`src/fad_map.svh`:
```
// Register offsets, field positions, codes and reset values of the channel.
`ifndef FAD_MAP_SVH
`define FAD_MAP_SVH
`define FAD_OFF_SRC      12'h000
`define FAD_OFF_DST      12'h004
`define FAD_OFF_TCNT     12'h008
`define FAD_OFF_BCNT     12'h00C
`define FAD_OFF_CTL1     12'h010
`define FAD_OFF_CTL2     12'h014
`define FAD_OFF_STAT     12'h018
`define FAD_C1_EN        7
`define FAD_C1_WORD      6
`define FAD_C1_SDIR      5
`define FAD_C1_SSTEP     4
`define FAD_C1_IRQEN     3
`define FAD_C2_MEN       7
`define FAD_C2_DDIR      6
`define FAD_C2_DSTEP     5
`define FAD_C2_AREA      4
`define FAD_ST_END       0
`define FAD_ST_BUSY      1
`define FAD_SEL_BLOCK    3'h7
`define FAD_SEL_EDGE     3'h4
`define FAD_SEL_LEVEL    3'h5
`define FAD_SEL_AUTO_CS  3'h6
`define FAD_SEL_AUTO_BU  3'h7
`define FAD_RST_CTL      8'h00
`define FAD_RST_ADDR     24'h00_0000
`define FAD_RST_CNT      16'h0000
`endif

```
`src/fad_pkg.sv`:
```
// Types shared by the channel and its testbench.
package fad_pkg;
   typedef enum logic [1:0] {FAD_IDLE, FAD_BUSREQ, FAD_READ, FAD_WRITE} fad_state_t;
   typedef struct packed {
      logic [23:0] addr;
      logic        rd;
      logic        wr;
      logic        word;
      logic [15:0] wdata;
   } fad_mem_req_t;
endpackage

```
`src/fad_req_sync.sv`:
```
// Synchroniser and falling-edge detector for the external request pin.
`timescale 1ns/10ps
`default_nettype none
module fad_req_sync
(
   input  wire logic pclk,
   input  wire logic presetn,
   input  wire logic pin_n,
   output logic      level_low,
   output logic      fall
);
   logic meta_r;
   logic sync_r;
   logic prev_r;

   // The idle level of the pin is high.
   always_ff @(posedge pclk or negedge presetn)
   begin
      if (!presetn)
      begin
         meta_r <= 1'b1;
         sync_r <= 1'b1;
         prev_r <= 1'b1;
      end
      else
      begin
         meta_r <= pin_n;
         sync_r <= meta_r;
         prev_r <= sync_r;
      end
   end

   assign level_low = ~sync_r;
   assign fall      = prev_r & ~sync_r;
endmodule
`default_nettype wire

```
`src/fad_channel.sv`:
```
// Full-address DMA channel with normal and block transfer modes behind APB.
`timescale 1ns/10ps
`default_nettype none
`include "fad_map.svh"
//
// Contract
// - Normal mode moves one byte or word per request, for the programmed count.
// - Source and destination 24-bit addresses step up, down or stay, independently.
// - Normal mode decrements transfer count per unit; zero clears enable and stops.
// - End of normal sequence raises CPU interrupt when end interrupt is enabled.
// - A count loaded as zero means 65,536 transfers.
// - Normal mode takes external edge, external level or auto-request only.
// - Cycle-steal releases the bus after every unit.
// - Burst keeps the bus until done unless a higher master requests it.
// - Block mode request moves a whole block, stepping addresses and size counter.
// - Block-size counter at zero reloads from the untouched initial size.
// - Block area address returns to its start value after each block.
// - Block count decrements per block; zero ends, clears enable, may interrupt.
// - Block mode starts only from timer 0..3 compare or external edge.
// - Size bit picks byte or word; two bit pairs pick address stepping.
// - Serial and short-address sources are never accepted by this channel.
// - Selected timer interrupt is withheld from CPU and its flag cleared.
// - Level requests keep transferring while low, releasing bus per unit.
// - Transfer-end output is low during the final write of an edge-requested block or of an edge- or level-requested normal sequence;
//   timer-started blocks and auto-requests leave it high.
module fad_channel
(
   input  wire logic                   pclk,
   input  wire logic                   presetn,
   input  wire logic                   psel,
   input  wire logic                   penable,
   input  wire logic                   pwrite,
   input  wire logic [11:0]            paddr,
   input  wire logic [31:0]            pwdata,
   output logic      [31:0]            prdata,
   output logic                        pready,
   output logic                        pslverr,
   output logic                        bus_req,
   input  wire logic                   bus_gnt,
   input  wire logic                   bus_hp_req,
   output fad_pkg::fad_mem_req_t       mem_req,
   input  wire logic [15:0]            mem_rdata,
   input  wire logic                   mem_ack,
   input  wire logic [3:0]             timer_irq,
   output logic      [3:0]             cpu_timer_irq,
   output logic      [3:0]             irq_flag_clear,
   input  wire logic                   ext_transfer_request_n,
   output logic                        transfer_end_n,
   output logic                        end_irq
);
   fad_pkg::fad_state_t   state_r;
   fad_pkg::fad_mem_req_t mem_req_r;
   logic [7:0]  ctl1_r;
   logic [7:0]  ctl2_r;
   logic [23:0] src_r;
   logic [23:0] dst_r;
   logic [23:0] base_r;
   logic [15:0] tcnt_r;
   logic [15:0] bcnt_r;
   logic [15:0] tcnt_dec;
   logic [15:0] bcnt_dec;
   logic [7:0]  bsz_dec;
   logic [23:0] step;
   logic [31:0] prdata_r;
   logic [3:0]  cpu_irq_r;
   logic [3:0]  flag_clr_r;
   logic        pready_r;
   logic        pslverr_r;
   logic        bus_req_r;
   logic        transfer_end_n_n_r;
   logic        end_flag_r;
   logic        end_flag_nxt;
   logic        end_irq_r;
   logic        pend_r;
   logic        blk_run_r;
   logic        level_low;
   logic        fall;
   logic        wr_en;
   logic        blk_mode;
   logic        active;
   logic        timer_sel;
   logic        evt;
   logic        level_req;
   logic        auto_req;
   logic        burst;
   logic        want;
   logic        start;
   logic        unit_done;
   logic        blk_end;
   logic        done;
   logic        keep;
   logic        last_unit;
   logic        ext_src;
   logic [2:0]  sel;

   fad_req_sync u_sync
   (
      .pclk      (pclk),
      .presetn   (presetn),
      .pin_n     (ext_transfer_request_n),
      .level_low (level_low),
      .fall      (fall)
   );

   // Source decode.
   assign sel       = ctl2_r[2:0];
   assign blk_mode  = ctl1_r[2:0] == `FAD_SEL_BLOCK;
   assign active    = ctl1_r[`FAD_C1_EN] & ctl2_r[`FAD_C2_MEN];
   assign timer_sel = blk_mode & ~sel[2];
   // Timers only in block mode; serial and auto sources never start a block.
   assign evt = blk_mode ? ((timer_sel & timer_irq[sel[1:0]])
                            | (sel == `FAD_SEL_EDGE & fall))
                         : (sel == `FAD_SEL_EDGE & fall);
   assign level_req = ~blk_mode & sel == `FAD_SEL_LEVEL & level_low;
   assign auto_req  = ~blk_mode & (sel == `FAD_SEL_AUTO_CS | sel == `FAD_SEL_AUTO_BU);
   assign burst     = ~blk_mode & sel == `FAD_SEL_AUTO_BU;
   assign ext_src   = sel == `FAD_SEL_EDGE | (~blk_mode & sel == `FAD_SEL_LEVEL);
   assign want      = active & (pend_r | level_req | auto_req | blk_run_r);
   assign start     = state_r == fad_pkg::FAD_IDLE & want;

   // Per-unit arithmetic.
   assign step      = ctl1_r[`FAD_C1_WORD] ? 24'h00_0002 : 24'h00_0001;
   assign tcnt_dec  = tcnt_r - 16'h0001;
   assign bsz_dec   = tcnt_r[15:8] - 8'h01;
   assign bcnt_dec  = bcnt_r - 16'h0001;
   assign unit_done = state_r == fad_pkg::FAD_WRITE & mem_ack;
   assign blk_end   = unit_done & blk_mode & bsz_dec == 8'h00;
   assign done      = blk_mode ? blk_end & bcnt_dec == 16'h0000
                               : unit_done & tcnt_dec == 16'h0000;
   assign keep      = ~bus_hp_req & (blk_mode ? ~blk_end : burst & ~done);
   assign last_unit = blk_mode ? tcnt_r[15:8] == 8'h01 : tcnt_r == 16'h0001;
   assign wr_en     = psel & penable & pready_r & pwrite;

   // Transfer sequencer.
   always_ff @(posedge pclk or negedge presetn)
   begin
      if (!presetn)
         state_r <= fad_pkg::FAD_IDLE;
      else
      begin
         unique case (state_r)
            fad_pkg::FAD_IDLE:   if (want) state_r <= fad_pkg::FAD_BUSREQ;
            fad_pkg::FAD_BUSREQ: if (bus_gnt) state_r <= fad_pkg::FAD_READ;
            fad_pkg::FAD_READ:   if (mem_ack) state_r <= fad_pkg::FAD_WRITE;
            fad_pkg::FAD_WRITE:
               if (mem_ack)
                  state_r <= keep ? fad_pkg::FAD_READ : fad_pkg::FAD_IDLE;
         endcase
      end
   end

   // Bus ownership, memory cycles and transfer-end strobe.
   always_ff @(posedge pclk or negedge presetn)
   begin
      if (!presetn)
      begin
         bus_req_r <= 1'b0;
         mem_req_r <= '0;
         transfer_end_n_n_r  <= 1'b1;
      end
      else
      begin
         if (start)
            bus_req_r <= 1'b1;
         else if (unit_done & ~keep)
            bus_req_r <= 1'b0;
         if ((state_r == fad_pkg::FAD_BUSREQ & bus_gnt) | (unit_done & keep))
         begin
            mem_req_r.addr <= unit_done ? src_nxt(src_r) : src_r;
            mem_req_r.rd   <= 1'b1;
            mem_req_r.wr   <= 1'b0;
            mem_req_r.word <= ctl1_r[`FAD_C1_WORD];
         end
         else if (state_r == fad_pkg::FAD_READ & mem_ack)
         begin
            mem_req_r.addr  <= dst_r;
            mem_req_r.rd    <= 1'b0;
            mem_req_r.wr    <= 1'b1;
            mem_req_r.wdata <= mem_rdata;
            transfer_end_n_n_r        <= ~(ext_src & last_unit);
         end
         else if (unit_done)
         begin
            mem_req_r.rd <= 1'b0;
            mem_req_r.wr <= 1'b0;
            transfer_end_n_n_r     <= 1'b1;
         end
      end
   end

   function automatic logic [23:0] src_nxt(input logic [23:0] a);
      if (!ctl1_r[`FAD_C1_SSTEP])
         src_nxt = a;
      else
         src_nxt = ctl1_r[`FAD_C1_SDIR] ? a - step : a + step;
   endfunction

   function automatic logic [23:0] dst_nxt(input logic [23:0] a);
      if (!ctl2_r[`FAD_C2_DSTEP])
         dst_nxt = a;
      else
         dst_nxt = ctl2_r[`FAD_C2_DDIR] ? a - step : a + step;
   endfunction

   // Request latch, block run flag and block area start address.
   always_ff @(posedge pclk or negedge presetn)
   begin
      if (!presetn)
      begin
         pend_r    <= 1'b0;
         blk_run_r <= 1'b0;
         base_r    <= `FAD_RST_ADDR;
      end
      else
      begin
         if (start)
            pend_r <= 1'b0;
         else if (active & state_r == fad_pkg::FAD_IDLE & ~blk_run_r & evt)
            pend_r <= 1'b1;
         if (start & blk_mode & ~blk_run_r)
         begin
            blk_run_r <= 1'b1;
            base_r    <= ctl2_r[`FAD_C2_AREA] ? src_r : dst_r;
         end
         else if (blk_end | ~active)
            blk_run_r <= 1'b0;
      end
   end

   // Address registers.
   always_ff @(posedge pclk or negedge presetn)
   begin
      if (!presetn)
      begin
         src_r <= `FAD_RST_ADDR;
         dst_r <= `FAD_RST_ADDR;
      end
      else
      begin
         if (wr_en & paddr == `FAD_OFF_SRC)
            src_r <= pwdata[23:0];
         else if (blk_end & ctl2_r[`FAD_C2_AREA])
            src_r <= base_r;
         else if (unit_done)
            src_r <= src_nxt(src_r);
         if (wr_en & paddr == `FAD_OFF_DST)
            dst_r <= pwdata[23:0];
         else if (blk_end & ~ctl2_r[`FAD_C2_AREA])
            dst_r <= base_r;
         else if (unit_done)
            dst_r <= dst_nxt(dst_r);
      end
   end

   // Counters.
   always_ff @(posedge pclk or negedge presetn)
   begin
      if (!presetn)
      begin
         tcnt_r <= `FAD_RST_CNT;
         bcnt_r <= `FAD_RST_CNT;
      end
      else
      begin
         if (wr_en & paddr == `FAD_OFF_TCNT)
            tcnt_r <= pwdata[15:0];
         else if (blk_end)
            tcnt_r[15:8] <= tcnt_r[7:0];
         else if (unit_done & blk_mode)
            tcnt_r[15:8] <= bsz_dec;
         else if (unit_done)
            tcnt_r <= tcnt_dec;
         if (wr_en & paddr == `FAD_OFF_BCNT)
            bcnt_r <= pwdata[15:0];
         else if (blk_end)
            bcnt_r <= bcnt_dec;
      end
   end

   // Control registers; the channel enable drops when the sequence ends.
   always_ff @(posedge pclk or negedge presetn)
   begin
      if (!presetn)
      begin
         ctl1_r <= `FAD_RST_CTL;
         ctl2_r <= `FAD_RST_CTL;
      end
      else
      begin
         if (wr_en & paddr == `FAD_OFF_CTL1)
            ctl1_r <= pwdata[7:0];
         else if (done)
            ctl1_r[`FAD_C1_EN] <= 1'b0;
         if (wr_en & paddr == `FAD_OFF_CTL2)
            ctl2_r <= {pwdata[7:4], 1'b0, pwdata[2:0]};
      end
   end

   // End flag and interrupt; a new end wins over a clear.
   assign end_flag_nxt = done | (end_flag_r & ~(wr_en & paddr == `FAD_OFF_STAT
                                               & pwdata[`FAD_ST_END]));
   always_ff @(posedge pclk or negedge presetn)
   begin
      if (!presetn)
      begin
         end_flag_r <= 1'b0;
         end_irq_r  <= 1'b0;
      end
      else
      begin
         end_flag_r <= end_flag_nxt;
         end_irq_r  <= end_flag_nxt & ctl1_r[`FAD_C1_IRQEN];
      end
   end

   // Timer interrupt steering toward the CPU.
   always_ff @(posedge pclk or negedge presetn)
   begin
      if (!presetn)
      begin
         cpu_irq_r  <= 4'h0;
         flag_clr_r <= 4'h0;
      end
      else
      begin
         cpu_irq_r  <= timer_irq & ~({4{active & timer_sel}} & (4'h1 << sel[1:0]));
         flag_clr_r <= {4{start & timer_sel & pend_r}} & (4'h1 << sel[1:0]);
      end
   end

   // APB slave with one access cycle.
   always_ff @(posedge pclk or negedge presetn)
   begin
      if (!presetn)
      begin
         pready_r  <= 1'b0;
         pslverr_r <= 1'b0;
         prdata_r  <= 32'h0000_0000;
      end
      else
      begin
         pready_r  <= psel & ~penable;
         pslverr_r <= 1'b0;
         if (psel & ~penable)
         begin
            prdata_r <= 32'h0000_0000;
            unique case (paddr)
               `FAD_OFF_SRC:  prdata_r[23:0] <= src_r;
               `FAD_OFF_DST:  prdata_r[23:0] <= dst_r;
               `FAD_OFF_TCNT: prdata_r[15:0] <= tcnt_r;
               `FAD_OFF_BCNT: prdata_r[15:0] <= bcnt_r;
               `FAD_OFF_CTL1: prdata_r[7:0]  <= ctl1_r;
               `FAD_OFF_CTL2: prdata_r[7:0]  <= ctl2_r;
               `FAD_OFF_STAT: prdata_r[1:0]  <= {state_r != fad_pkg::FAD_IDLE, end_flag_r};
               default:       pslverr_r      <= 1'b1;
            endcase
         end
      end
   end

   assign prdata         = prdata_r;
   assign pready         = pready_r;
   assign pslverr        = pslverr_r;
   assign bus_req        = bus_req_r;
   assign mem_req        = mem_req_r;
   assign transfer_end_n = transfer_end_n_n_r;
   assign end_irq        = end_irq_r;
   assign cpu_timer_irq  = cpu_irq_r;
   assign irq_flag_clear = flag_clr_r;
endmodule
`default_nettype wire

```
`config.mk`:
```
export PLATFORM = sky130hd
export DESIGN_NAME = fad_channel
export DESIGN_NICKNAME = d
export VERILOG_FILES = /design/src/fad_pkg.sv /design/src/fad_req_sync.sv /design/src/fad_channel.sv
export VERILOG_INCLUDE_DIRS = /design/src
export SDC_FILE = /design/constraint.sdc
export NUM_CORES = 1
export LEC_CHECK = 0
export ABC_AREA = 0
export BUFFER_PORTS_ARGS = -buffer_cell sky130_fd_sc_hd__buf_2
export CORE_UTILIZATION = 59
export DETAILED_ROUTE_END_ITERATION = 12
export GPL_ROUTABILITY_DRIVEN = 0
export GPL_TIMING_DRIVEN = 0
export PLACE_DENSITY = 0.81
export SLEW_MARGIN = 20
export SYNTH_ARGS = -nofsm -noshare
export SYNTH_HDL_FRONTEND = slang
export SYNTH_SLANG_ARGS = --single-unit
```
`constraint.sdc`:
```
create_clock -name pclk -period 3.6 [get_ports pclk]
set_input_delay 0.18 -clock pclk [delete_from_list [all_inputs] [get_ports pclk]]
set_output_delay 0.18 -clock pclk [all_outputs]
set_load 0.01 [all_outputs]
```
* After elaboration in Yosys (flattened, before gate mapping)
Cells that the tools add are included.
Word-level totals: register bits 207, logic and storage cells 210
Cells by class: add/sub/neg operators 7, order comparisons 1, eq/ne operators 22, reductions and logical operators 24, shifts and indexed selects 1, muxes and demuxes 52, bitwise operators 74
Operator list (number):
- 2-to-1 mux 24 bit | 12
- 2-to-1 mux 16 bit | 4
- adder 24 x 2 -> 24 bit | 2
- subtractor 24 x 2 -> 24 bit | 2
- AND 1 bit | 47
- equality test 12 x 5 -> 1 bit, second input constant | 3
- one-hot mux 6 bit (6 select lines) | 1
- logical NOT 16 bit | 2
- 2-to-1 mux 8 bit | 4
- one-hot mux 8 bit (4 select lines) | 1
- subtractor 16 x 1 -> 16 bit, second input constant | 2
- 2-to-1 mux 26 bit | 1
- equality test 12 x 4 -> 1 bit, second input constant | 2
- nonzero test 2 bit | 9
- 2-to-1 mux 1 bit | 17
- equality test 16 x 1 -> 1 bit, second input constant | 1
- 2-to-1 mux 2 bit | 8
- one-hot mux 8 bit (2 select lines) | 1
- equality test 3 bit, second input constant | 5
- NOT 1 bit | 14
- one-hot mux 2 bit (7 select lines) | 1
- AND 4 bit | 3
- equality test 12 x 3 -> 1 bit, second input constant | 1
- logical NOT 12 bit | 1
- other kinds (20) | 37

* Depth between registers and ports, before layout
depth in word-level cells 14, mapped depth 14, depth with buffers taken out 14

* Hierarchy
From an unflattened synthesis, not the netlist that was laid out.
Second synthesis, totals: cell total of the unflattened synthesis 1478, area total of the unflattened synthesis 13148.9 sq um
Modules (own cells, without submodules):
- fad_channel | instances 1, area each 13060.0 sq um, cells an instance 1473, sequential area each 5106.1 sq um
- fad_req_sync | instances 1, area each 88.8 sq um, cells an instance 5, sequential area each 78.8 sq um

* Worst setup path before layout
OpenSTA, ideal clock, no wires.
kind reg-to-reg, from register ctl1_r[5], to register mem_req_r (netlist bit mem_req[41]), path slack 0.371 ns, cell stages (with the launch flop) 14, setup time 0.131 ns, arrival 3.098 ns, cells stage by stage dfrtp_1 > nor2b_1 > inv_1 > fa_1 > nor2b_1 > o21ai_1 > a21boi_1 > or4_1 > nand2_1 > a211oi_1 > o22ai_1 > and4b_1 > nor3_1 > o21ai_0
Between the ends: cells in the longest elaborated chain, start to end 4
Ends and longest elaborated chain:
- start: declaration | RTL line fad_channel.sv:53 | logic [7:0] ctl1_r;
- start signal: assignment | RTL line fad_channel.sv:285 | ctl1_r <= `FAD_RST_CTL;
- start signal: assignment | RTL line fad_channel.sv:291 | ctl1_r <= pwdata[7:0];
- 2-to-1 mux 24 bit | RTL line fad_channel.sv:195 | src_nxt = ctl1_r[`FAD_C1_SDIR] ? a - step : a + step;
- 2-to-1 mux 24 bit | RTL line fad_channel.sv:192 | if (!ctl1_r[`FAD_C1_SSTEP])
- 2-to-1 mux 24 bit | RTL line fad_channel.sv:169 | mem_req_r.addr <= unit_done ? src_nxt(src_r) : src_r;
- 2-to-1 mux 26 bit | RTL line fad_channel.sv:167 | if ((state_r == fad_pkg::FAD_BUSREQ & bus_gnt) | (unit_done & keep))
- end: declaration | RTL line fad_channel.sv:52 | fad_pkg::fad_mem_req_t mem_req_r;
Every way passes these cells. A chain may end at the register's enable or synchronous reset.

* Final worst setup path
Same ends and word-level chain as after synthesis.

==> impl_metrics.tcl <==
set metrics [dict create \
    status "completed" \
    yosysWarnings 0 \
    ant_nets 0 \
    hold_path_class "primary input to register" \
    final_layout_size_suffix_gt1_share_pct 15.87 \
    syn_area_per_cell_um2 8.863 \
    tns_ns 0 \
    slew_headroom_pct 33.08 \
    fmax_mhz 295.4 \
    fin_crit_sh_pct 94.03 \
    synthArstFlopShare_pct 100.0 \
    combPwrFrac_pct 4.1 \
    grt_pass1_wl_um 64510 \
    fin_skew_ns 0.01623 \
    floorplan.io_pins 161 \
    p_total_mw 4.926 \
    crit_family "simple AND/OR/NAND/NOR gates" \
    setup_violations 0 \
    critical_path.cell_chain "nor2b_1 > inv_1 > fa_1 > nor2b_1 > o21ai_1 > a21boi_1 > or4_1 > nand2_1 > a211oi_4 > o22ai_1 > and4b_1 > nor3_1 > o21ai_0" \
    synth-seq-area-share_pct 40.63 \
    clock_latency_ns 0.52 \
    power_density_mw_per_mm2 327.9 \
    drv_cap 0 \
    cts_buffers 22 \
    critPathLaunchType "register" \
    first_pass_iters 7 \
    p_int_mw 3.824 \
    critPathCaptureType "register" \
    place_ws_ns -0.4317 \
    crit_type "register to register" \
    placed_area_mm2 0.01392 \
    cp.required_ns 3.97 \
    peakVddDrop_mv 0.2030 \
    start_util_pct 60.52 \
    cts-root-buf "clkbuf_16" \
    die_h_um 149.1 \
    layout.cells.non_filler 1942 \
    cts_tree "yes" \
    cts_max_path_buffers 3 \
    grt_max_degree 92 \
    hold_violations 0 \
    cp_num_buf_inv 1 \
    cts.htree.levels 1 \
    tightest_slew_ns 0.9955 \
    wire_per_inst_um 21.71 \
    max_stage_delay_ns 0.55 \
    p_sw_share_pct 22.37 \
    design_area_mm2 0.01502 \
    p_leak_nw 7.110 \
    netlist_instances 1440 \
    fill_cells 1577 \
    p_switching_mw 1.102 \
    grt_pass1_vias 11590 \
    ys_types 76 \
    antenna_found_initial 2 \
    dieWidth_um 149.1 \
    grtUsageTotal_pct 37.82 \
    clk_pin_slew_worst_paths_ns 0.07 \
    fp.coreArea_mm2 0.02109 \
    grt_overflow_total 0 \
    cts_sinks 207 \
    worstPathMaxFanout 14 \
    post-route-min-period_ns 3.385 \
    rows 53 \
    cp_common_cell "nor2b_1" \
    netlist_area_mm2 0.01276 \
    rsz0062_at_grt "false" \
    synthFlopType "dfrtp_1" \
    area_growth_pct 17.72 \
    p_clk_share_pct 48.5 \
    viasPerCell 6.444 \
    finalWirelength_um 42170 \
    dp_hpwl_um 31060 \
    drt_iter0_drc 1307 \
    die_area_mm2 0.02222 \
    worst_slack_ns 0.2150 \
    sequentialPowerShare_pct 47.4 \
    dp.cells 1868 \
    slew_violations 0 \
    num_vias 12510 \
    synth_edf_count 0 \
    arrival_ns 3.76 \
    fin_nets 1776 \
    drc 0 \
    utilization_pct 71.24 \
    ys_ff_latch 207 \
    holdWs_ns 0.008235 \
    cp_slowest_cell "dfrtp_4" \
    port_buffers 144 \
]
## cell usage after synthesis, types with 6 or more instances
cell,instances,area share [%]
a211oi_1,17,1.0
a21o_1,33,1.9
a21oi_1,111,4.4
a221o_1,9,0.71
a221oi_1,15,1.0
a22o_1,9,0.62
a22oi_1,47,2.8
a31oi_1,16,0.78
and2_1,7,0.34
and3_1,9,0.44
buf_1,8,0.24
buf_2,10,0.39
buf_4,10,0.59
clkbuf_1,60,1.8
dfrtp_1,203,40
ha_1,53,5.2
inv_1,41,1.2
mux2_2,29,2.6
mux2i_1,36,2.8
nand2_1,174,5.1
nand2b_1,10,0.49
nand3_1,34,1.3
nand4_1,8,0.39
nor2_1,125,3.7
nor2b_1,12,0.59
nor3_1,29,1.1
o21a_1,9,0.53
o21ai_0,141,5.5
o21ai_1,6,0.24
or3_1,11,0.54
or4_1,6,0.35
xnor2_1,29,2.0
xor2_1,34,2.3
## layout make-up
| cell class | instances | area (µm²) | share of cell area (%) |
|---|---|---|---|
| Sequential cell | 207 | 5194 | 34.57 |
| Inverter | 41 | 153.9 | 1.024 |
| Buffer | 88 | 380.4 | 2.532 |
| Clock buffer | 32 | 659.4 | 4.389 |
| Multi-Input combinational cell | 1111 | 7086 | 47.16 |
| Clock inverter | 8 | 101.3 | 0.6746 |
| Timing Repair Buffer | 177 | 1097 | 7.304 |
| Tap cell | 275 | 344.1 | 2.290 |
| Antenna cell | 3 | 7.507 | 0.04997 |
## per-layer routing
metal  track usage [%]  part of all wire, %  up-vias
met5                 0                    0        -
met4             17.19                  4.8        0
met3             9.144                   13      147
met2             55.65                   43      872
met1             52.74                   39     5869
li1                  -                    -     5626
## sequential cells by signal (all words and copies together) (netlist names)
register and flops:
base_r 24, end_irq 1, tcnt_r 16, ctl1_r 8
mem_req 43, dst_r 24, pready 1, transfer_end_n 1
end_flag_r 1, prdata 24, irq_flag_clear 4, pslverr 1
u_sync.prev_r 1, u_sync.sync_r 1, cpu_timer_irq 4, ctl2_r 7
u_sync.meta_r 1, src_r 24, state_r 2, pend_r 1
bcnt_r 16, blk_run_r 1, bus_req 1
## power groups by stage
stage	combinational, mW	clock (mW)	sequential, mW
global route	0.220	2.46	2.34
floorplan	0.0371	0	2.38
global placement	0.163	0	2.38
detailed placement	0.174	0	2.38
CTS	0.200	2.38	2.34
finish	0.203	2.39	2.34
## cells in the final DEF, fill, tap and decap left out, drive strengths merged, types with 11 or more instances in the layout
master	n
dfrtp	203
buf	175
nand2	174
o21ai	147
nor2	126
a21oi	111
clkbuf	92
ha	53
a22oi	47
inv	41
nand3	37
mux2i	36
xor2	34
nor3	34
a21o	33
dlygate4sd3	30
xnor2	29
mux2	29
a211oi	17
a31oi	16
a221oi	15
nor2b	12
or3	12
nand2b	11
## logic make-up (layout without fill, tap and decap cells)
logic type | count (synthesis) | after routing | synth area share [%]
buffers and inverters | 129 | 346 | 4.186
multiplexers | 67 | 67 | 5.735
AND/OR/NAND/NOR | 460 | 460 | 16.79
flip-flops | 207 | 207 | 40.63
adder cells (fa/ha/maj) | 55 | 55 | 5.510
AO/OA/AOI/OAI | 458 | 458 | 22.79
other | 1 | 11 | 0.02938
XOR/XNOR | 63 | 63 | 4.324
## final timing paths
kind	start	endpoint	slack (ns)	cells after the start
min reg2reg	u_sync.meta_r	u_sync.sync_r	0.36	0
min	pwdata[14]	bcnt_r[14]	0.008	3
max reg2reg	ctl1_r[5]	mem_req[41]	0.22	13
max in group asynchronous	presetn	mem_req[7]	2.67	3
max	ctl1_r[5]	mem_req[41]	0.22	13
min in group asynchronous	presetn	bcnt_r[6]	0.16	2
## worst register-to-register path, delay by kind of cell, from the launching register on
kind	cells	cell delay, ns
AOI/OAI and AO/OA	5	1.02
buffers and inverters	1	0.08
adders and majority gates	1	0.40
DFF	1	0.55
and+or+nand+nor	6	1.20
## timing repair
item                       4_1_cts  5_1_grt
gates resized for setup          4        4
setup endpoints to repair       13        8
cloned                           0        0
buffers inserted                 0        1
pin swaps                        0        0
hold buffers                    30        0
hold endpoints to repair        78        0
(Power assumes the default switching activity.)
